===== config.mk =====
export PLATFORM = sky130hd
export DESIGN_NAME = frw_sequencer
export DESIGN_NICKNAME = d
export VERILOG_FILES = /design/src/shared/frw_pkg.sv /design/src/design/frw_wear_mem.sv /design/src/design/frw_sequencer.sv
export SDC_FILE = /design/constraint.sdc
export NUM_CORES = 1
export LEC_CHECK = 0
export ABC_CLOCK_PERIOD_IN_PS = 10100
export BUFFER_PORTS_ARGS = -buffer_cell sky130_fd_sc_hd__clkbuf_2
export CAP_MARGIN = 20
export CELL_PAD_IN_SITES_DETAIL_PLACEMENT = 2
export CELL_PAD_IN_SITES_GLOBAL_PLACEMENT = 2
export CORE_ASPECT_RATIO = 0.9
export CORE_MARGIN = 2
export CORE_UTILIZATION = 50
export CTS_BUF_LIST = sky130_fd_sc_hd__clkbuf_8
export CTS_CLUSTER_DIAMETER = 50
export DETAILED_ROUTE_END_ITERATION = 8
export PLACE_DENSITY = 0.95
export SLEW_MARGIN = 20
export SYNTH_ARGS = -nofsm -noshare
export SYNTH_HDL_FRONTEND = slang
export SYNTH_SLANG_ARGS = --single-unit

===== constraint.sdc =====
create_clock -name ref_clk -period 10.1 [get_ports ref_clk]
set_input_delay 1.01 -clock ref_clk [delete_from_list [all_inputs] [get_ports ref_clk]]
set_output_delay 1.01 -clock ref_clk [all_outputs]
set_load 0.01 [all_outputs]

===== src/shared/frw_pkg.sv =====
// Shared constants and types for the flash rewrite sequencer
package frw_pkg;

  // Rewrite mode encodings of rewrite_mode_select
  localparam logic REWRITE_MODE_RAM_RESIDENT   = 1'b0;
  localparam logic REWRITE_MODE_FLASH_RESIDENT = 1'b1;

  // Field positions in flash_control_register_a
  localparam int CTLA_RDY_BIT        = 0;
  localparam int CTLA_MODE_SEL_BIT   = 1;
  localparam int CTLA_CPU_REWRITE_BIT = 2;
  localparam int CTLA_WIDTH          = 8;

  // Field positions in flash_control_register_b
  localparam int CTLB_LOCK_DIS_BIT   = 0;
  localparam int CTLB_WIDTH          = 8;

  // Field positions in flash_status_register
  localparam int STAT_PROG_ERR_BIT   = 0;
  localparam int STAT_ERASE_ERR_BIT  = 1;
  localparam int STAT_ABORTED_BIT    = 2;
  localparam int STAT_WIDTH          = 8;

  // Reset values
  localparam logic [CTLA_WIDTH-1:0] CTLA_RESET = 8'h01;
  localparam logic [CTLB_WIDTH-1:0] CTLB_RESET = 8'h00;
  localparam logic [STAT_WIDTH-1:0] STAT_RESET = 8'h00;

  // Timing: base command time and growth per cycle of wear
  localparam int CLK_MHZ            = 125;
  localparam int BASE_CMD_TIME_US   = 20;
  localparam int BASE_CMD_CYCLES    = BASE_CMD_TIME_US * CLK_MHZ;
  localparam int WEAR_STEP_CYCLES   = 8;
  localparam int CNT_WIDTH          = 32;
  localparam int WEAR_WIDTH         = 16;

  // Software commands
  typedef enum logic [2:0]
  {
    FRW_CMD_NONE       = 3'h0,
    FRW_CMD_PROGRAM    = 3'h1,
    FRW_CMD_BLK_ERASE  = 3'h2,
    FRW_CMD_LOCK_PROG  = 3'h3,
    FRW_CMD_PROT_PROG  = 3'h4
  } frw_cmd_e;

  // Sequencer states, one-hot
  typedef enum logic [2:0]
  {
    FRW_ST_READ_ARRAY = 3'b001,
    FRW_ST_BUSY       = 3'b010,
    FRW_ST_DONE       = 3'b100
  } frw_state_e;

  // The four high-priority abort sources
  typedef struct packed
  {
    logic nmi;
    logic watchdog;
    logic osc_stop;
    logic low_voltage;
  } frw_irq_s;

  // Command request from the CPU side
  typedef struct packed
  {
    frw_cmd_e          cmd;
    logic [WEAR_WIDTH-1:0] block;
  } frw_req_s;

endpackage : frw_pkg


===== src/design/frw_wear_mem.sv =====
// Per-block program/erase cycle counter memory with registered read
`timescale 1ns/1ps
module frw_wear_mem #(
  parameter int BLOCKS = 16,
  parameter int AW     = 4,
  parameter int DW     = 16
) (
  input  wire logic          ref_clk,  // System clock
  input  wire logic [AW-1:0] rd_addr,  // Read block index
  output logic      [DW-1:0] rd_data,  // Registered read data
  input  wire logic          wr_en,    // Write strobe
  input  wire logic [AW-1:0] wr_addr,  // Write block index
  input  wire logic [DW-1:0] wr_data   // Write data
);

  logic [DW-1:0] mem [BLOCKS];

  // Counters start at zero in a fresh part; no reset keeps it RAM-like
  initial
  begin
    for (int i = 0; i < BLOCKS; i++)
      mem[i] = '0;
  end

  // Write port
  always_ff @(posedge ref_clk)
  begin
    if (wr_en)
      mem[wr_addr] <= wr_data;
  end

  // Registered read port
  always_ff @(posedge ref_clk)
  begin
    rd_data <= mem[rd_addr];
  end

endmodule : frw_wear_mem


===== src/design/frw_sequencer.sv =====
// Flash rewrite sequencer with high-priority interrupt abort
//
// How it works
// - Any of four interrupts forces array read mode
// - Those interrupts abort running program or erase
// - Abort resets control A and status registers
// - High-priority interrupts stay serviceable during rewrite
// - Command time grows with block wear count
`timescale 1ns/1ps
module frw_sequencer #(
  parameter int BLOCKS      = 16,
  parameter int BLK_AW      = 4,
  parameter int BASE_CYCLES = frw_pkg::BASE_CMD_CYCLES,
  parameter int WEAR_STEP   = frw_pkg::WEAR_STEP_CYCLES
) (
  input  wire logic                              ref_clk,        // 125 MHz system clock
  input  wire logic                              reset,          // Synchronous, active high
  input  wire frw_pkg::frw_irq_s                 irq_in,         // High-priority interrupt requests
  input  wire logic                              cmd_valid,      // Command issue strobe
  input  wire frw_pkg::frw_cmd_e                 cmd_code,       // Command to run
  input  wire logic [BLK_AW-1:0]                 cmd_block,      // Target block
  input  wire logic                              cpu_rewrite_wr, // Write strobe for CPU rewrite enable
  input  wire logic                              cpu_rewrite_in, // CPU rewrite enable value
  input  wire logic                              mode_sel_wr,    // Write strobe for rewrite_mode_select
  input  wire logic                              mode_sel_in,    // rewrite_mode_select value
  input  wire logic                              lock_dis_wr,    // Write strobe for lock_protect_disable
  input  wire logic                              lock_dis_in,    // lock_protect_disable value
  input  wire logic                              status_clr,     // Clear status flags
  output logic [frw_pkg::CTLA_WIDTH-1:0]         flash_control_register_a, // Control A readback
  output logic [frw_pkg::CTLB_WIDTH-1:0]         flash_control_register_b, // Control B readback
  output logic [frw_pkg::STAT_WIDTH-1:0]         flash_status_register,    // Status readback
  output logic                                   read_array_mode,// Array readable
  output logic                                   busy,           // Command in progress
  output logic                                   irq_pass,       // High-priority interrupt to CPU
  output logic [frw_pkg::WEAR_WIDTH-1:0]         wear_count      // Wear of last commanded block; block 0 after an abort
);

  frw_pkg::frw_state_e              state_r;
  frw_pkg::frw_cmd_e                cmd_r;
  logic [BLK_AW-1:0]                blk_r;
  logic [frw_pkg::CNT_WIDTH-1:0]    cnt_r;
  logic [frw_pkg::CTLA_WIDTH-1:0]   ctla_r;
  logic [frw_pkg::CTLB_WIDTH-1:0]   ctlb_r;
  logic [frw_pkg::STAT_WIDTH-1:0]   stat_r;
  logic [frw_pkg::WEAR_WIDTH-1:0]   wear_rd;
  logic                             load_r;
  logic                             abort;
  logic                             accept;
  logic                             refuse;
  logic                             finish;
  logic                             wear_wr;
  logic                             irq_any;
  logic [frw_pkg::CNT_WIDTH-1:0]    dur;

  // Interrupt requests are from same-clock logic: no synchroniser
  assign irq_any = irq_in.nmi | irq_in.watchdog | irq_in.osc_stop | irq_in.low_voltage;
  assign abort   = irq_any;
  // Interrupts pass through unmasked, even while busy
  assign irq_pass = irq_any;

  // Command accepted only from read mode with CPU rewrite enabled; an abort wins
  assign accept = cmd_valid && !abort && (state_r != frw_pkg::FRW_ST_BUSY)
                  && ctla_r[frw_pkg::CTLA_CPU_REWRITE_BIT] && (cmd_code != frw_pkg::FRW_CMD_NONE)
                  && (cmd_code == frw_pkg::FRW_CMD_PROGRAM || ctlb_r[frw_pkg::CTLB_LOCK_DIS_BIT]
                      || cmd_code != frw_pkg::FRW_CMD_LOCK_PROG);
  assign finish = (state_r == frw_pkg::FRW_ST_BUSY) && !load_r && (cnt_r == '0) && !abort;
  // Locked lock-program attempt: accept never takes it, so flag it here instead
  assign refuse = cmd_valid && !abort && (state_r != frw_pkg::FRW_ST_BUSY)
                  && ctla_r[frw_pkg::CTLA_CPU_REWRITE_BIT] && (cmd_code == frw_pkg::FRW_CMD_LOCK_PROG)
                  && !ctlb_r[frw_pkg::CTLB_LOCK_DIS_BIT];

  // Duration grows with the block's accumulated wear
  function automatic logic [frw_pkg::CNT_WIDTH-1:0] cmd_time(input logic [frw_pkg::WEAR_WIDTH-1:0] w);
    cmd_time = frw_pkg::CNT_WIDTH'(BASE_CYCLES) + frw_pkg::CNT_WIDTH'(w) * frw_pkg::CNT_WIDTH'(WEAR_STEP);
  endfunction : cmd_time

  assign dur = cmd_time(wear_rd);

  // Wear bumps on completion of program or erase only
  assign wear_wr = finish && (cmd_r == frw_pkg::FRW_CMD_PROGRAM || cmd_r == frw_pkg::FRW_CMD_BLK_ERASE);

  frw_wear_mem #(
    .BLOCKS (BLOCKS),
    .AW     (BLK_AW),
    .DW     (frw_pkg::WEAR_WIDTH)
  ) u_wear (
    .ref_clk (ref_clk),
    .rd_addr (accept ? cmd_block : blk_r),
    .rd_data (wear_rd),
    .wr_en   (wear_wr),
    .wr_addr (blk_r),
    .wr_data (wear_rd + frw_pkg::WEAR_WIDTH'(1))
  );

  // Sequencer state; abort always drops back to read array
  always_ff @(posedge ref_clk)
  begin
    if (reset)
      state_r <= frw_pkg::FRW_ST_READ_ARRAY;
    else if (abort)
      state_r <= frw_pkg::FRW_ST_READ_ARRAY;
    else
    begin
      unique case (state_r)
        frw_pkg::FRW_ST_READ_ARRAY,
        frw_pkg::FRW_ST_DONE:
          if (accept)
            state_r <= frw_pkg::FRW_ST_BUSY;
        frw_pkg::FRW_ST_BUSY:
          if (finish)
            state_r <= frw_pkg::FRW_ST_DONE;
        default:
          state_r <= frw_pkg::FRW_ST_READ_ARRAY;
      endcase
    end
  end

  // Latched command; cleared on abort so nothing resumes by itself
  always_ff @(posedge ref_clk)
  begin
    if (reset || abort)
    begin
      cmd_r <= frw_pkg::FRW_CMD_NONE;
      blk_r <= '0;
    end
    else if (accept)
    begin
      cmd_r <= cmd_code;
      blk_r <= cmd_block;
    end
  end

  // Countdown; one cycle of load lets the wear read settle
  always_ff @(posedge ref_clk)
  begin
    if (reset || abort)
    begin
      load_r <= 1'b0;
      cnt_r  <= '0;
    end
    else if (accept)
      load_r <= 1'b1;
    else if (load_r)
    begin
      load_r <= 1'b0;
      cnt_r  <= dur - frw_pkg::CNT_WIDTH'(1);
    end
    else if (state_r == frw_pkg::FRW_ST_BUSY && cnt_r != '0)
      cnt_r <= cnt_r - frw_pkg::CNT_WIDTH'(1);
  end

  // Control register A: abort returns it to reset value
  always_ff @(posedge ref_clk)
  begin
    if (reset || abort)
      ctla_r <= frw_pkg::CTLA_RESET;
    else
    begin
      if (cpu_rewrite_wr)
        ctla_r[frw_pkg::CTLA_CPU_REWRITE_BIT] <= cpu_rewrite_in;
      if (mode_sel_wr)
        ctla_r[frw_pkg::CTLA_MODE_SEL_BIT] <= mode_sel_in;
      ctla_r[frw_pkg::CTLA_RDY_BIT] <= !(accept || (state_r == frw_pkg::FRW_ST_BUSY && !finish));
    end
  end

  // Control register B: abort clears lock disable; lock disable also auto-clears per command
  always_ff @(posedge ref_clk)
  begin
    if (reset)
      ctlb_r <= frw_pkg::CTLB_RESET;
    else if (abort)
      ctlb_r[frw_pkg::CTLB_LOCK_DIS_BIT] <= 1'b0;
    else if (lock_dis_wr)
      ctlb_r[frw_pkg::CTLB_LOCK_DIS_BIT] <= lock_dis_in;
    else if (finish)
      ctlb_r[frw_pkg::CTLB_LOCK_DIS_BIT] <= 1'b0;
  end

  // Status register: abort resets it; set beats clear
  always_ff @(posedge ref_clk)
  begin
    if (reset || abort)
      stat_r <= frw_pkg::STAT_RESET;
    else if (refuse)
      stat_r[frw_pkg::STAT_PROG_ERR_BIT] <= 1'b1;
    else if (status_clr)
      stat_r <= frw_pkg::STAT_RESET;
  end

  // Outputs
  assign flash_control_register_a = ctla_r;
  assign flash_control_register_b = ctlb_r;
  assign flash_status_register    = stat_r;
  assign busy                     = (state_r == frw_pkg::FRW_ST_BUSY);
  assign read_array_mode          = (state_r != frw_pkg::FRW_ST_BUSY);
  assign wear_count               = wear_rd;

endmodule : frw_sequencer


Word level (Yosys, flattened, before mapping) --
Memory sizes are Yosys's and may differ from the RTL's. A register that Yosys moved wholly into a read port is not among the register bits. Index checks and enable logic that the tools add are counted.
Operators by class: reduce and logical (&&, ||, !) cells 33, add/subtract/negate cells 4, bitwise operators 4, equality and inequality tests 11, multiplexer cells 13
Operators by type and width (number):
- $mux 32 | 2
- $logic_not 32->1 | 1
- $reduce_bool 32->1 | 1
- $sub 32x1->32 const B | 1
- $sub 20x1->21 const B | 1
- $add 12x19->20 const A | 1
- $add 16x1->16 const B | 1
- $logic_and 1x1->1 | 13
- $eq 3x1->1 const B | 3
- $eq 3x2->1 const B | 3
- $mux 1 | 7
- $mux 3 | 2
- $ne 3x2->1 const B | 2
- $pmux 3 s2 | 1
- $reduce_bool 2->1 | 3
- $logic_not 1->1 | 5
- $logic_or 1x1->1 | 5
- $mux 4 | 1
- $reduce_and 2->1 | 2
- $reduce_or 2->1 | 2
- $eq 3x3->1 const B | 1
- $or 1x1->1 | 3
- $reduce_bool 3->1 | 1
- $ne 2x1->1 const B | 1
- 2 further kinds | 2
Storage, ports and cells: RAM bits 256, word-level logic and storage cells 76, output and inout bits 43, register bits 48, memories kept 1, input port bits 21
Memories:
- u_wear.mem | depth 16, width 16, read ports 1, clocked after memory_dff 1, wr ports 1, RTL line frw_wear_mem.sv:16 | logic [DW-1:0] mem [BLOCKS];

Longest topological paths before layout --
Gate-level depths: netlist of run 1.
depth after elaboration 11, mapped depth 10, gate-level depth less buffers 8

Hierarchy --
Synthesis of run 1 repeated with hierarchy kept, for this count alone.
Unflattened totals: cell total of the unflattened synthesis 864, area, all modules 13271.5 um2
By module, submodules not included:
- frw_wear_mem | sequential area each 8007.7 um2, instances 1, cells each 432, area an instance 10042.1 um2
- frw_sequencer | sequential area each 960.9 um2, instances 1, cells each 432, area an instance 3229.3 um2

Least setup slack after synthesis of run 1 --
No wires, ideal clock.
kind input-to-reg, from in irq_in[2] (netlist name), to mem u_wear.mem[3][0] (enable), library setup time 409 ps, path slack 6043 ps, arrival 3648 ps, data required time 9691 ps, stages 7, cells stage by stage or4_1 -> buf_4 -> nor3_1 -> nand4_2 -> nor3_2 -> nand3_1 -> nor3_1
On the way: word-level cells in the longest chain between the ends 8
RTL lines:
- start: declaration | RTL line frw_sequencer.sv:18 | input wire frw_pkg::frw_irq_s irq_in,
- $or 1x1->1 (3 in a row) | RTL line frw_sequencer.sv:56 | assign irq_any = irq_in.nmi | irq_in.watchdog | irq_in.osc_stop | irq_in.low_voltage;
- named net irq_pass | RTL line frw_sequencer.sv:34 | output logic irq_pass,
- $logic_not 1->1 | RTL line frw_sequencer.sv:66 | assign finish = (state_r == frw_pkg::FRW_ST_BUSY) && !load_r && (cnt_r == '0) && !abort;
- $logic_and 1x1->1 | RTL line frw_sequencer.sv:66
- $logic_and 1x1->1 | RTL line frw_sequencer.sv:80 | assign wear_wr = finish && (cmd_r == frw_pkg::FRW_CMD_PROGRAM || cmd_r == frw_pkg::FRW_CMD_BLK_ERASE);
- $mux 1 | RTL line frw_wear_mem.sv:28 | if (wr_en)
- $mux 1 (implied by the code) | RTL line frw_wear_mem.sv:29 | mem[wr_addr] <= wr_data;
- end: declaration | RTL line frw_wear_mem.sv:16
The timed path passes the listed nets, and every way through them passes these cells.

Worst setup path after layout of run 1 --
from reg cnt_r[8] (netlist name), to mem u_wear.mem[8][10] (enable)
On the way: word-level cells in the longest chain between the ends 6
RTL lines:
- start: declaration | RTL line frw_sequencer.sv:41 | logic [frw_pkg::CNT_WIDTH-1:0] cnt_r;
- start signal: assignment | RTL line frw_sequencer.sv:146 | cnt_r <= dur - frw_pkg::CNT_WIDTH'(1);
- start signal: assignment | RTL line frw_sequencer.sv:149 | cnt_r <= cnt_r - frw_pkg::CNT_WIDTH'(1);
- $logic_not 32->1 | RTL line frw_sequencer.sv:66
- $logic_and 1x1->1 (2 in a row) | RTL line frw_sequencer.sv:66
- $logic_and 1x1->1 | RTL line frw_sequencer.sv:80
- $mux 1 | RTL line frw_wear_mem.sv:28
- $mux 1 (implied by the code) | RTL line frw_wear_mem.sv:29
Every way passes these cells.

==> results of run 1 <==
[cell usage after synthesis (6+ instances only)]
library cell,n,area (sq um)
a21oi_1,104,520.5
buf_1,8,30.03
buf_2,14,70.07
buf_4,20,150.1
clkbuf_1,48,180.2
dfxtp_1,64,1281
edfxtp_1,256,7687
inv_1,14,52.55
mux4_2,128,2883
nand2_1,176,660.6
nand2b_1,7,43.79
nand3_1,12,60.06
nand3b_1,6,45.04
nand4_1,6,37.54
nor2_1,61,229.0
nor3_1,15,75.07
nor4_1,8,50.05
o21ai_0,24,120.1
o31ai_1,7,52.55
or4_1,20,150.1
xnor2_1,17,148.9
xor2_1,15,131.4
[per-stage QoR]
stage	cells	cell area (sq um)	utilization [%]	setup slack (ns)	total power [mW]
floorplan	1126	15460	-	6.043	1.478
global placement	1495	15970	53.04	5.812	1.487
detailed placement	1496	15970	53.05	5.518	1.490
CTS	1592	16990	56.43	5.789	2.622
global route	1592	17090	56.76	5.895	2.673
finish	1592	17090	56.76	6.011	2.630
[state kept, by name (all words and copies together) (netlist names)]
signal	cells
flash_control_register_b	1
flash_control_register_a	3
u_wear.rd_data	16
state_r	3
blk_r	4
u_wear.mem	256
load_r	1
cnt_r	32
cmd_r	3
flash_status_register	1
[power by group]
part	switching, mW	internal [mW]	total [mW]
logic	0.0353	0.0267	0.0621
clock network	0.593	0.573	1.17
registers	0.000168	1.40	1.40
[placed cells by master, fill, tap and decap left out, types with 4 or more instances in the layout]
| master | netlist | routed |
|---|---|---|
| edfxtp_1 | 256 | 256 |
| nand2_1 | 176 | 176 |
| mux4_2 | 128 | 128 |
| a21oi_1 | 104 | 104 |
| clkbuf_8 | 0 | 64 |
| dfxtp_1 | 64 | 62 |
| nor2_1 | 61 | 49 |
| clkbuf_2 | 0 | 43 |
| inv_1 | 14 | 33 |
| o21ai_0 | 24 | 24 |
| or4_1 | 20 | 20 |
| conb_1 | 1 | 19 |
| buf_4 | 20 | 18 |
| nand3_1 | 12 | 12 |
| nor3_1 | 15 | 12 |
| xnor2_1 | 17 | 11 |
| xor2_1 | 15 | 10 |
| nor2_2 | 0 | 9 |
| clkinv_2 | 0 | 8 |
| nand2b_1 | 7 | 7 |
| nor4_1 | 8 | 7 |
| o31ai_1 | 7 | 7 |
| nand4_1 | 6 | 6 |
| nand3b_1 | 6 | 6 |
| and3_1 | 5 | 5 |
| xnor2_4 | 0 | 5 |
| a211oi_1 | 5 | 5 |
| ha_1 | 5 | 5 |
| nor3_2 | 2 | 4 |
| a31oi_1 | 4 | 4 |
| o211ai_1 | 4 | 4 |
| clkinv_1 | 0 | 4 |
[routing by layer]
metal / vias up / wire length, um
met3: 333 / 7923
met4: 2 / 4466
met5: - / 53
met2: 1064 / 30490
met1: 6129 / 22350
li1: 4322 / -
[kinds of logic after synthesis]
logic type	count (synthesis)	synth area share (%)
muxes	135	19.32
AOI/OAI and AO/OA	166	6.162
DFF	320	58.27
and+or+nand+nor	340	10.50
xor gates and xnor gates	32	1.821
other	1	0.02436
buffers and inverters	109	3.504
adders and majority gates	5	0.4065
[worst min-delay path by stage]
stage                     slack [ns]                                  endpoint  cells past startpoint                                      from
final                           0.55  flash_control_register_a[1]$_SDFFE_PP0P_                      2  flash_control_register_a[1]$_SDFFE_PP0P_
after global routing            0.57                     cmd_r[0]$_SDFFE_PP0N_                      2                     cmd_r[0]$_SDFFE_PP0N_
after CTS                       0.54                     cmd_r[0]$_SDFFE_PP0N_                      2                     cmd_r[0]$_SDFFE_PP0N_
after detailed placement        0.51  flash_control_register_a[1]$_SDFFE_PP0P_                      2  flash_control_register_a[1]$_SDFFE_PP0P_
after global placement          0.45                     cmd_r[2]$_SDFFE_PP0N_                      2                     cmd_r[2]$_SDFFE_PP0N_
after floorplan                 0.45                     cmd_r[2]$_SDFFE_PP0N_                      2                     cmd_r[2]$_SDFFE_PP0N_
[layout make-up]
cell class,count,area (sq um),area share (%)
Clock inverter,32,135.1,0.7908
Clock buffer,64,880.8,5.155
Timing Repair Buffer,62,355.3,2.080
Inverter,14,52.55,0.3075
Multi-Input combinational cell,697,6186,36.20
Sequential cell,320,8974,52.52
Tap cell,403,504.2,2.951
[worst register-to-register path, cell delays in order, from the launching register on]
cell	delay, ns
dfxtp_1	0.39
nor4_2	0.68
and4_1	0.50
nand4_2	0.25
nor3_2	0.43
or3b_1	0.55
nor2_2	0.89
==> impl_metrics.env, run 1 <==
export IMPL_dieHeight_um=170.4
export IMPL_drt_wirelength_per_cell_um=41.01
export IMPL_cp_num_buf_inv=0
export IMPL_htreeDepth=2
export IMPL_grt_total_usage_pct=40.67
export IMPL_maxCapViolCount=0
export IMPL_r2r_end="u_wear.mem[8][10]$_DFFE_PP_"
export IMPL_crit_fanout=16
export IMPL_clk_latency_ns=0.63
export IMPL_cts_tree="built"
export IMPL_hold_slack_ns=0.5486
export IMPL_critical_path_required_ns=10.32
export IMPL_drt_iter0_markers=1911
export IMPL_antenna_cells=0
export IMPL_die_area_sq_mm=0.03220
export IMPL_fp_dieW_um=188.9
export IMPL_final_hold_violation_count=0
export IMPL_arrival_ns=4.31
export IMPL_gp_congestion=0.9445
export IMPL_final_max_slew_violation_count=0
export IMPL_yosysWarnings=0
export IMPL_hp_class="flop to flop"
export IMPL_nFillCells=2656
export IMPL_ir_drop_v=0.0001067
export IMPL_clock_skew_ns=0.03148
export IMPL_gr_total_overflow=0
export IMPL_critPathTopFamily="simple AND/OR/NAND/NOR gates"
export IMPL_syn_avg_cell_area_sq_um=13.89
export IMPL_viasPerCell=7.443
export IMPL_finalNetCount=1173
export IMPL_core_sq_mm=0.03010
export IMPL_drc_errors=0
export IMPL_cts_resized=0
export IMPL_top_usage_layer="met2"
export IMPL_cpMaxStageDelayCell="nor2_2"
export IMPL_tightest_slew_ns=1.288
export IMPL_synth_ff_type="edfxtp_1"
export IMPL_ios=64
export IMPL_leakagePower_nw=5.705
export IMPL_finalSetupViolations=0
export IMPL_first_pass_iters=5
export IMPL_cts_root_buffer="clkbuf_8"
export IMPL_num_vias=11850
export IMPL_startpoint="cnt_r[8]$_SDFFE_PP0P_"
export IMPL_dpl_hpwl_um=38690
export IMPL_syn_inst=1108
export IMPL_synth_distinct_cells=61
export IMPL_grt_met1_usage_pct=50.68
export IMPL_ys_seq_elements=320
export IMPL_crit_path_end_kind="flop"
export IMPL_cts_buffer_depth=3
export IMPL_startpoint_type="flop"
export IMPL_rsz0062_at_grt="no"
export IMPL_io_buffers=44
export IMPL_clkSlewWorstSetupHoldPaths_ns=0.07
export IMPL_start_util_pct=51.13
export IMPL_setup_worst_path_end="u_wear.mem[8][10]$_DFFE_PP_"
export IMPL_cts_buffers=52
export IMPL_drive_gt1_share_pct=26.32
export IMPL_ys_seq_area_share_pct=58.27
export IMPL_routed_wl_um=65280
export IMPL_met3_usage_pct=11.14
export IMPL_setup_tns_ns=0
export IMPL_clock_sinks=320
export IMPL_grt_first_pass_wirelength_um=92440
export IMPL_grt_pass1_vias=12300
export IMPL_synth_edf_count=256
export IMPL_post_cts_buffers=0
export IMPL_postRouteAntennaNets=0
export IMPL_antenna_found_initial=2
export IMPL_ys_async_sr_fraction_pct=0
export IMPL_crit_path_max_incr_delay_ns=0.89
export IMPL_met2_usage_pct=65.09
export IMPL_crit_cells=6
export IMPL_powerDensity_mw_per_mm2=153.9
export IMPL_period_needed_ns=4.089
export IMPL_area_growth_syn_to_layout_pct=11.02
export IMPL_grt_max_degree=77
export IMPL_r2r_cells=6
export IMPL_cts_hold_buf=0
export IMPL_relSlewSlack_pct=14.07
export IMPL_rrSetupSlack_ns=6.01
export IMPL_num_rows=60
export IMPL_finalCritPeriodShare_pct=40.49
export IMPL_rr_startpoint="cnt_r[8]$_SDFFE_PP0P_"
export IMPL_worstPathCellList="nor4_2, and4_1, nand4_2, nor3_2, or3b_1, nor2_2"
export IMPL_syn_area_sq_mm=0.01539
export IMPL_status="finished clean"
export IMPL_path_class="flop to flop"
export IMPL_fmax_ghz=0.2445
Power figures use the tool's default switching activity.
==> run 2, diff against run 1 <==
--- a/config.mk
+++ b/config.mk
@@ -5,18 +5,18 @@
 export SDC_FILE = /design/constraint.sdc
 export NUM_CORES = 1
 export LEC_CHECK = 0
-export ABC_CLOCK_PERIOD_IN_PS = 10100
+export ABC_CLOCK_PERIOD_IN_PS = 4170
 export BUFFER_PORTS_ARGS = -buffer_cell sky130_fd_sc_hd__clkbuf_2
 export CAP_MARGIN = 20
 export CELL_PAD_IN_SITES_DETAIL_PLACEMENT = 2
 export CELL_PAD_IN_SITES_GLOBAL_PLACEMENT = 2
 export CORE_ASPECT_RATIO = 0.9
 export CORE_MARGIN = 2
-export CORE_UTILIZATION = 50
+export CORE_UTILIZATION = 46
 export CTS_BUF_LIST = sky130_fd_sc_hd__clkbuf_8
 export CTS_CLUSTER_DIAMETER = 50
 export DETAILED_ROUTE_END_ITERATION = 8
-export PLACE_DENSITY = 0.95
+export PLACE_DENSITY = 0.91
 export SLEW_MARGIN = 20
 export SYNTH_ARGS = -nofsm -noshare
 export SYNTH_HDL_FRONTEND = slang
==> constraint.sdc (replaced) <==
create_clock -name ref_clk -period 4.17 [get_ports ref_clk]
set_input_delay 0.417 -clock ref_clk [delete_from_list [all_inputs] [get_ports ref_clk]]
set_output_delay 0.417 -clock ref_clk [all_outputs]
set_load 0.01 [all_outputs]
==> run 2 against run 1 <==
Routed wire length fell by 11%. Non-clock buffer count rose by 35. Die area grew 8.5%. Via count down 5.2%. Fmax up 9.9%. Clock power grew 140%. Core utilization is 4.4 points lower. Count of clock-buffer cells in the layout down 5.
==> impl_metrics.env, run 2 (synthesis gave the netlist of run 1 again) <==
export IMPL_status="finished clean"
export IMPL_period_needed_ns=3.722
export IMPL_combinationalPowerShare_pct=2.3
export IMPL_clock_sinks=320
export IMPL_crit_fanout=10
export IMPL_drive_gt1_share_pct=26.95
export IMPL_cts_buffers=54
export IMPL_final_cell_mix="256 x edfxtp_1, 176 x nand2_1, 128 x mux4_2"
export IMPL_area_growth_syn_to_layout_pct=12.17
export IMPL_antenna_cells=0
export IMPL_grt_first_pass_wirelength_um=85240
export IMPL_clk_latency_ns=0.65
export IMPL_tightest_slew_ns=1.106
export IMPL_setup_worst_path_end="u_wear.mem[13][8]$_DFFE_PP_"
export IMPL_regArea_sq_mm=0.008974
export IMPL_setup_tns_ns=0
export IMPL_drt_wirelength_per_cell_um=35.12
export IMPL_leakagePower_nw=5.883
export IMPL_startpoint_type="flop"
export IMPL_io_buffers=44
export IMPL_r2r_end="u_wear.mem[13][8]$_DFFE_PP_"
export IMPL_final_util_pct=52.40
export IMPL_viasPerCell=6.808
export IMPL_critical_path_required_ns=4.48
export IMPL_grt_total_usage_pct=33.79
export IMPL_clkSlewWorstSetupHoldPaths_ns=0.07
export IMPL_ir_drop_v=0.0003347
export IMPL_first_pass_iters=5
export IMPL_dieHeight_um=177.5
export IMPL_top_register="u_wear.mem"
export IMPL_start_util_pct=46.71
export IMPL_largest_reg_flops=256
export IMPL_grt_pass1_vias=12260
export IMPL_grt_max_degree=77
export IMPL_startpoint="cnt_r[20]$_SDFFE_PP0P_"
export IMPL_core_sq_mm=0.03295
export IMPL_hp_class="input pin to flop"
export IMPL_rr_startpoint="cnt_r[20]$_SDFFE_PP0P_"
export IMPL_cts_hold_buf=0
export IMPL_powerDensity_mw_per_mm2=369.8
export IMPL_fp_dieW_um=196.8
export IMPL_rrSetupSlack_ns=0.45
export IMPL_fmax_ghz=0.2686
export IMPL_cts_resized=0
export IMPL_finalCritPeriodShare_pct=89.27
export IMPL_rsz0062_at_grt="no"
export IMPL_placedInstanceArea_sq_mm=0.01623
export IMPL_intPower_mw=4.886
export IMPL_clkPwrFrac_pct=44.5
export IMPL_ios=64
export IMPL_cts_root_buffer="clkbuf_8"
export IMPL_power_switching_mw=1.499
export IMPL_reg_largest_list="u_wear.mem (256), cnt_r (32), u_wear.rd_data (16)"
export IMPL_hold_slack_ns=0.05763
export IMPL_gr_total_overflow=0
export IMPL_routed_wl_um=57950
export IMPL_arrival_ns=4.04
export IMPL_clock_skew_ns=0.03856
export IMPL_num_rows=63
export IMPL_finalNetCount=1210
export IMPL_die_area_sq_mm=0.03494
export IMPL_finalSetupViolations=0
export IMPL_final_max_slew_violation_count=0
export IMPL_design_area_sq_mm=0.01726
export IMPL_cts_buffer_depth=3
export IMPL_multi_input_area_sq_mm=0.006018
export IMPL_gp_congestion=0.8193
export IMPL_final_hold_violation_count=0
export IMPL_relSlewSlack_pct=26.28
export IMPL_cts_tree="built"
export IMPL_htreeDepth=2
export IMPL_path_class="flop to flop"
export IMPL_layout_commonest_cell="edfxtp_1"
export IMPL_dpl_hpwl_um=35640
export IMPL_seqPwrFrac_pct=53.2
export IMPL_r2r_cells=7
export IMPL_drt_iter0_markers=1312
export IMPL_crit_path_end_kind="flop"
export IMPL_nFillCells=3030
export IMPL_postRouteAntennaNets=0
export IMPL_drc_errors=0
export IMPL_post_cts_buffers=0
export IMPL_num_vias=11230
export IMPL_netSwitchingFraction_pct=23.47
export IMPL_maxCapViolCount=0
export IMPL_antenna_found_initial=0
## run 2: power by group through the flow
| stage | Sequential [mW] | Combinational (mW) | Clock, mW |
|---|---|---|---|
| floorplan | 3.47 | 0.113 | 0 |
| global placement | 3.47 | 0.132 | 0 |
| detailed placement | 3.47 | 0.142 | 0 |
| CTS | 3.40 | 0.144 | 2.87 |
| global route | 3.40 | 0.153 | 2.98 |
| finish | 3.40 | 0.144 | 2.84 |
## run 2: metrics by stage
stage	total power [mW]	std cells	worst slack (ns)
after detailed placement	3.608	1550	0.5302
after CTS	6.413	1650	0.5021
after global routing	6.530	1650	0.3472
final	6.384	1650	0.4476
after floorplan	3.580	1126	0.7056
after global placement	3.598	1549	0.8379
## run 2: how the worst min path moves through the flow
stage,from,to,slack [ns],depth (start not counted)
3_3_place_gp,cmd_r[0]$_SDFFE_PP0N_,cmd_r[0]$_SDFFE_PP0N_,0.46,2
6_report,cmd_code[1],cmd_r[1]$_SDFFE_PP0N_,0.06,3
5_1_grt,lock_dis_in,flash_control_register_b[0]$_SDFFE_PP0P_,0.06,3
2_1_floorplan,cmd_r[2]$_SDFFE_PP0N_,cmd_r[2]$_SDFFE_PP0N_,0.45,2
4_1_cts,cmd_code[1],cmd_r[1]$_SDFFE_PP0N_,0.03,3
3_5_place_dp,cmd_r[0]$_SDFFE_PP0N_,cmd_r[0]$_SDFFE_PP0N_,0.48,2
## run 2: routing by layer
| metal | wire, um | track usage (%) | vias up |
|---|---|---|---|
| met5 | 0 | 0 | - |
| met2 | 29280 | 57.92 | 742 |
| met3 | 4484 | 6.442 | 215 |
| li1 | - | - | 4396 |
| met4 | 2961 | 16.10 | 0 |
| met1 | 21220 | 41.56 | 5880 |
## run 2: final cells by class
type	count	share of cell area, %
Clock inverter	41	1.283
Inverter	14	0.3044
Sequential cell	320	51.98
Multi-Input combinational cell	697	34.86
Tap cell	422	3.058
Clock buffer	59	4.704
Timing Repair Buffer	97	3.812
## run 2: critical path: stages (launching register included)
cell and delay (ns):
dfxtp_1 0.40, or4_4 0.61, nor4_4 0.46, nand4_2 0.30
nor3_2 0.39, nand3b_1 0.34, nor2_2 0.55, buf_4 0.33
==> run 3, diff against run 2 <==
--- a/config.mk
+++ b/config.mk
@@ -5,18 +5,18 @@
 export SDC_FILE = /design/constraint.sdc
 export NUM_CORES = 1
 export LEC_CHECK = 0
-export ABC_CLOCK_PERIOD_IN_PS = 4170
+export ABC_CLOCK_PERIOD_IN_PS = 3300
 export BUFFER_PORTS_ARGS = -buffer_cell sky130_fd_sc_hd__clkbuf_2
 export CAP_MARGIN = 20
 export CELL_PAD_IN_SITES_DETAIL_PLACEMENT = 2
 export CELL_PAD_IN_SITES_GLOBAL_PLACEMENT = 2
 export CORE_ASPECT_RATIO = 0.9
 export CORE_MARGIN = 2
-export CORE_UTILIZATION = 46
+export CORE_UTILIZATION = 42
 export CTS_BUF_LIST = sky130_fd_sc_hd__clkbuf_8
 export CTS_CLUSTER_DIAMETER = 50
 export DETAILED_ROUTE_END_ITERATION = 8
-export PLACE_DENSITY = 0.91
+export PLACE_DENSITY = 0.88
 export SLEW_MARGIN = 20
 export SYNTH_ARGS = -nofsm -noshare
 export SYNTH_HDL_FRONTEND = slang
==> constraint.sdc (replaced) <==
create_clock -name ref_clk -period 3.3 [get_ports ref_clk]
set_input_delay 0.33 -clock ref_clk [delete_from_list [all_inputs] [get_ports ref_clk]]
set_output_delay 0.33 -clock ref_clk [all_outputs]
set_load 0.01 [all_outputs]
==> run 3 against run 2 <==
Combinational power up 28%. Count of clock-buffer cells in the layout increased by 3. Setup slack lost 0.35 ns. Routed wire length shrank 1.6%. Clock skew increased by 0.013 ns. Critical path depth unchanged. Critical path type unchanged. Non-clock buffer count rose by 19. Fmax up 16%. Global-route usage shrank 3.9 points. Design area increased by 1.9%. Clock power up 22%. Hold slack got worse by 0.034 ns.
==> impl_metrics.env, run 3 (synthesis gave the netlist of run 1 again) <==
export IMPL_status="finished clean"
export IMPL_regArea_sq_mm=0.008974
export IMPL_critPathTopFamily="simple AND/OR/NAND/NOR gates"
export IMPL_largest_reg_flops=256
export IMPL_rsz0062_at_grt="no"
export IMPL_fp_dieW_um=205.8
export IMPL_nFillCells=3433
export IMPL_netSwitchingFraction_pct=23.32
export IMPL_first_pass_iters=5
export IMPL_setup_slack_ns=0.09395
export IMPL_clock_skew_ns=0.05132
export IMPL_leakagePower_nw=5.970
export IMPL_cp_num_buf_inv=1
export IMPL_io_buffers=44
export IMPL_rr_startpoint="cnt_r[12]$_SDFFE_PP0P_"
export IMPL_whs_endpoint="flash_control_register_a[2]$_SDFFE_PP0P_"
export IMPL_crit_path_end_kind="flop"
export IMPL_crit_cells=7
export IMPL_cts_root_buffer="clkbuf_8"
export IMPL_viasPerCell=6.471
export IMPL_clk_latency_ns=0.62
export IMPL_powerDensity_mw_per_mm2=451.6
export IMPL_num_rows=66
export IMPL_placedInstanceArea_sq_mm=0.01645
export IMPL_fmax_ghz=0.3119
export IMPL_drt_wirelength_per_cell_um=33.10
export IMPL_core_sq_mm=0.03617
export IMPL_seqPwrFrac_pct=54.0
export IMPL_grt_max_degree=76
export IMPL_drive_gt1_share_pct=29.03
export IMPL_tightest_slew_ns=0.9142
export IMPL_htreeDepth=2
export IMPL_die_area_sq_mm=0.03819
export IMPL_antenna_cells=0
export IMPL_area_growth_syn_to_layout_pct=14.33
export IMPL_crit_fanout=16
export IMPL_antenna_found_initial=0
export IMPL_final_cell_mix="256 x edfxtp_1, 176 x nand2_1, 128 x mux4_2"
export IMPL_path_class="flop to flop"
export IMPL_top_register="u_wear.mem"
export IMPL_reg_largest_list="u_wear.mem (256), cnt_r (32), u_wear.rd_data (16)"
export IMPL_postRouteAntennaNets=0
export IMPL_num_vias=11150
export IMPL_finalSetupViolations=0
export IMPL_period_needed_ns=3.206
export IMPL_clock_sinks=320
export IMPL_dpl_hpwl_um=33450
export IMPL_hold_path_cell_count=3
export IMPL_final_max_slew_violation_count=0
export IMPL_ir_drop_v=0.0002771
export IMPL_cts_buffers=53
export IMPL_layout_commonest_cell="edfxtp_1"
export IMPL_grt_pass1_vias=12200
export IMPL_design_area_sq_mm=0.01760
export IMPL_power_mw=7.947
export IMPL_intPower_mw=6.093
export IMPL_dieHeight_um=185.6
export IMPL_grt_total_usage_pct=29.89
export IMPL_startpoint_type="flop"
export IMPL_grt_first_pass_wirelength_um=82710
export IMPL_worstPathCellList="nor3_1, nor3b_2, nand4_4, nor3_4, or3b_1, nor3_2, buf_12"
export IMPL_arrival_ns=3.48
export IMPL_hold_start="cpu_rewrite_wr"
export IMPL_dp_slack_ns=0.04989
export IMPL_gr_total_overflow=0
export IMPL_power_switching_mw=1.853
export IMPL_finalCritPeriodShare_pct=97.15
export IMPL_finalNetCount=1228
export IMPL_combinationalPowerShare_pct=2.3
export IMPL_relSlewSlack_pct=39.00
export IMPL_cpMaxStageDelayCell="nor3_1"
export IMPL_cts_tree="built"
export IMPL_crit_path_max_incr_delay_ns=0.57
export IMPL_final_hold_violation_count=0
export IMPL_drt_iter0_markers=1219
export IMPL_ios=64
export IMPL_cts_buffer_depth=3
export IMPL_setup_tns_ns=0
export IMPL_hp_class="input pin to flop"
export IMPL_multi_input_area_sq_mm=0.006096
export IMPL_start_util_pct=42.55
export IMPL_clkPwrFrac_pct=43.7
export IMPL_drc_errors=0
export IMPL_rrSetupSlack_ns=0.09
export IMPL_r2r_cells=7
export IMPL_maxCapViolCount=0
export IMPL_critical_path_required_ns=3.58
export IMPL_r2r_end="u_wear.mem[0][7]$_DFFE_PP_"
export IMPL_gp_congestion=0.7598
export IMPL_routed_wl_um=57040
export IMPL_clkSlewWorstSetupHoldPaths_ns=0.07
run 3: cell count changes in the layout (fill, tap and decap cells not counted), sizes merged:
cell / previous run / this run
dlygate4sd3: 0 / 5
clkinv: 7 / 19
clkbuf: 102 / 105
bufinv: 2 / 0
buf: 54 / 68
clkinvlp: 2 / 1
inv: 44 / 32
run 3: stage by stage:
stage,util [%],hold WS (ns),instances
6_report,48.65,0.02395,1723
2_1_floorplan,-,0.4478,1126
5_1_grt,48.65,0.02725,1723
4_1_cts,48.43,0.004266,1723
3_3_place_gp,45.43,0.4551,1618
3_5_place_dp,45.49,0.4781,1618
run 3: timing repair:
| item | 4_1_cts | 5_1_grt |
|---|---|---|
| hold buffers | 5 | 0 |
| gates resized for setup | 0 | 4 |
| endpoints found under the hold margin | 3 | 0 |
| endpoints found under the setup margin | 0 | 165 |
| buffers inserted | 0 | 0 |
run 3: worst max path at each step:
stage,from,end,slack (ns)
after global routing,cnt_r[15]$_SDFFE_PP0P_,u_wear.mem[0][14]$_DFFE_PP_,0.03
after floorplan,cnt_r[20]$_SDFFE_PP0P_,u_wear.mem[12][0]$_DFFE_PP_,0.12
after detailed placement,u_wear.rd_data[0]$_DFF_P_,u_wear.mem[6][10]$_DFFE_PP_,0.05
final,cnt_r[12]$_SDFFE_PP0P_,u_wear.mem[0][7]$_DFFE_PP_,0.09
after global placement,irq_in[2],u_wear.mem[8][4]$_DFFE_PP_,0.24
after CTS,u_wear.rd_data[0]$_DFF_P_,u_wear.mem[3][10]$_DFFE_PP_,0.02
run 3: final cells by class:
type                       count  share of cell area [%]
clock buffer                  62                   4.849
inverter                      14                  0.2986
multi-input combinational    697                   34.64
tap                          476                   3.385
sequential                   320                   51.00
clock inverter                38                  0.9030
timing repair buffer         116                   4.927
run 3: power by group through the flow:
stage	combinational, mW	sequential [mW]	clock, mW
finish	0.185	4.29	3.47
global route	0.197	4.29	3.66
CTS	0.184	4.29	3.49
detailed placement	0.178	4.38	0
global placement	0.167	4.38	0
floorplan	0.142	4.38	0
run 3: routing by layer:
metal | vias up | GRT usage [%] | share of wire, %
li1 | 4429 | - | -
met3 | 199 | 5.182 | 8.0
met5 | - | 0 | 0
met1 | 5825 | 37.17 | 37
met4 | 0 | 13.06 | 4.7
met2 | 696 | 51.50 | 50
run 3: worst reg2reg max path, cell delays in order, from the launching register on:
cell	delay [ns]
dfxtp_1	0.39
nor3_1	0.57
nor3b_2	0.41
nand4_4	0.22
nor3_4	0.28
or3b_1	0.50
nor3_2	0.25
buf_12	0.24
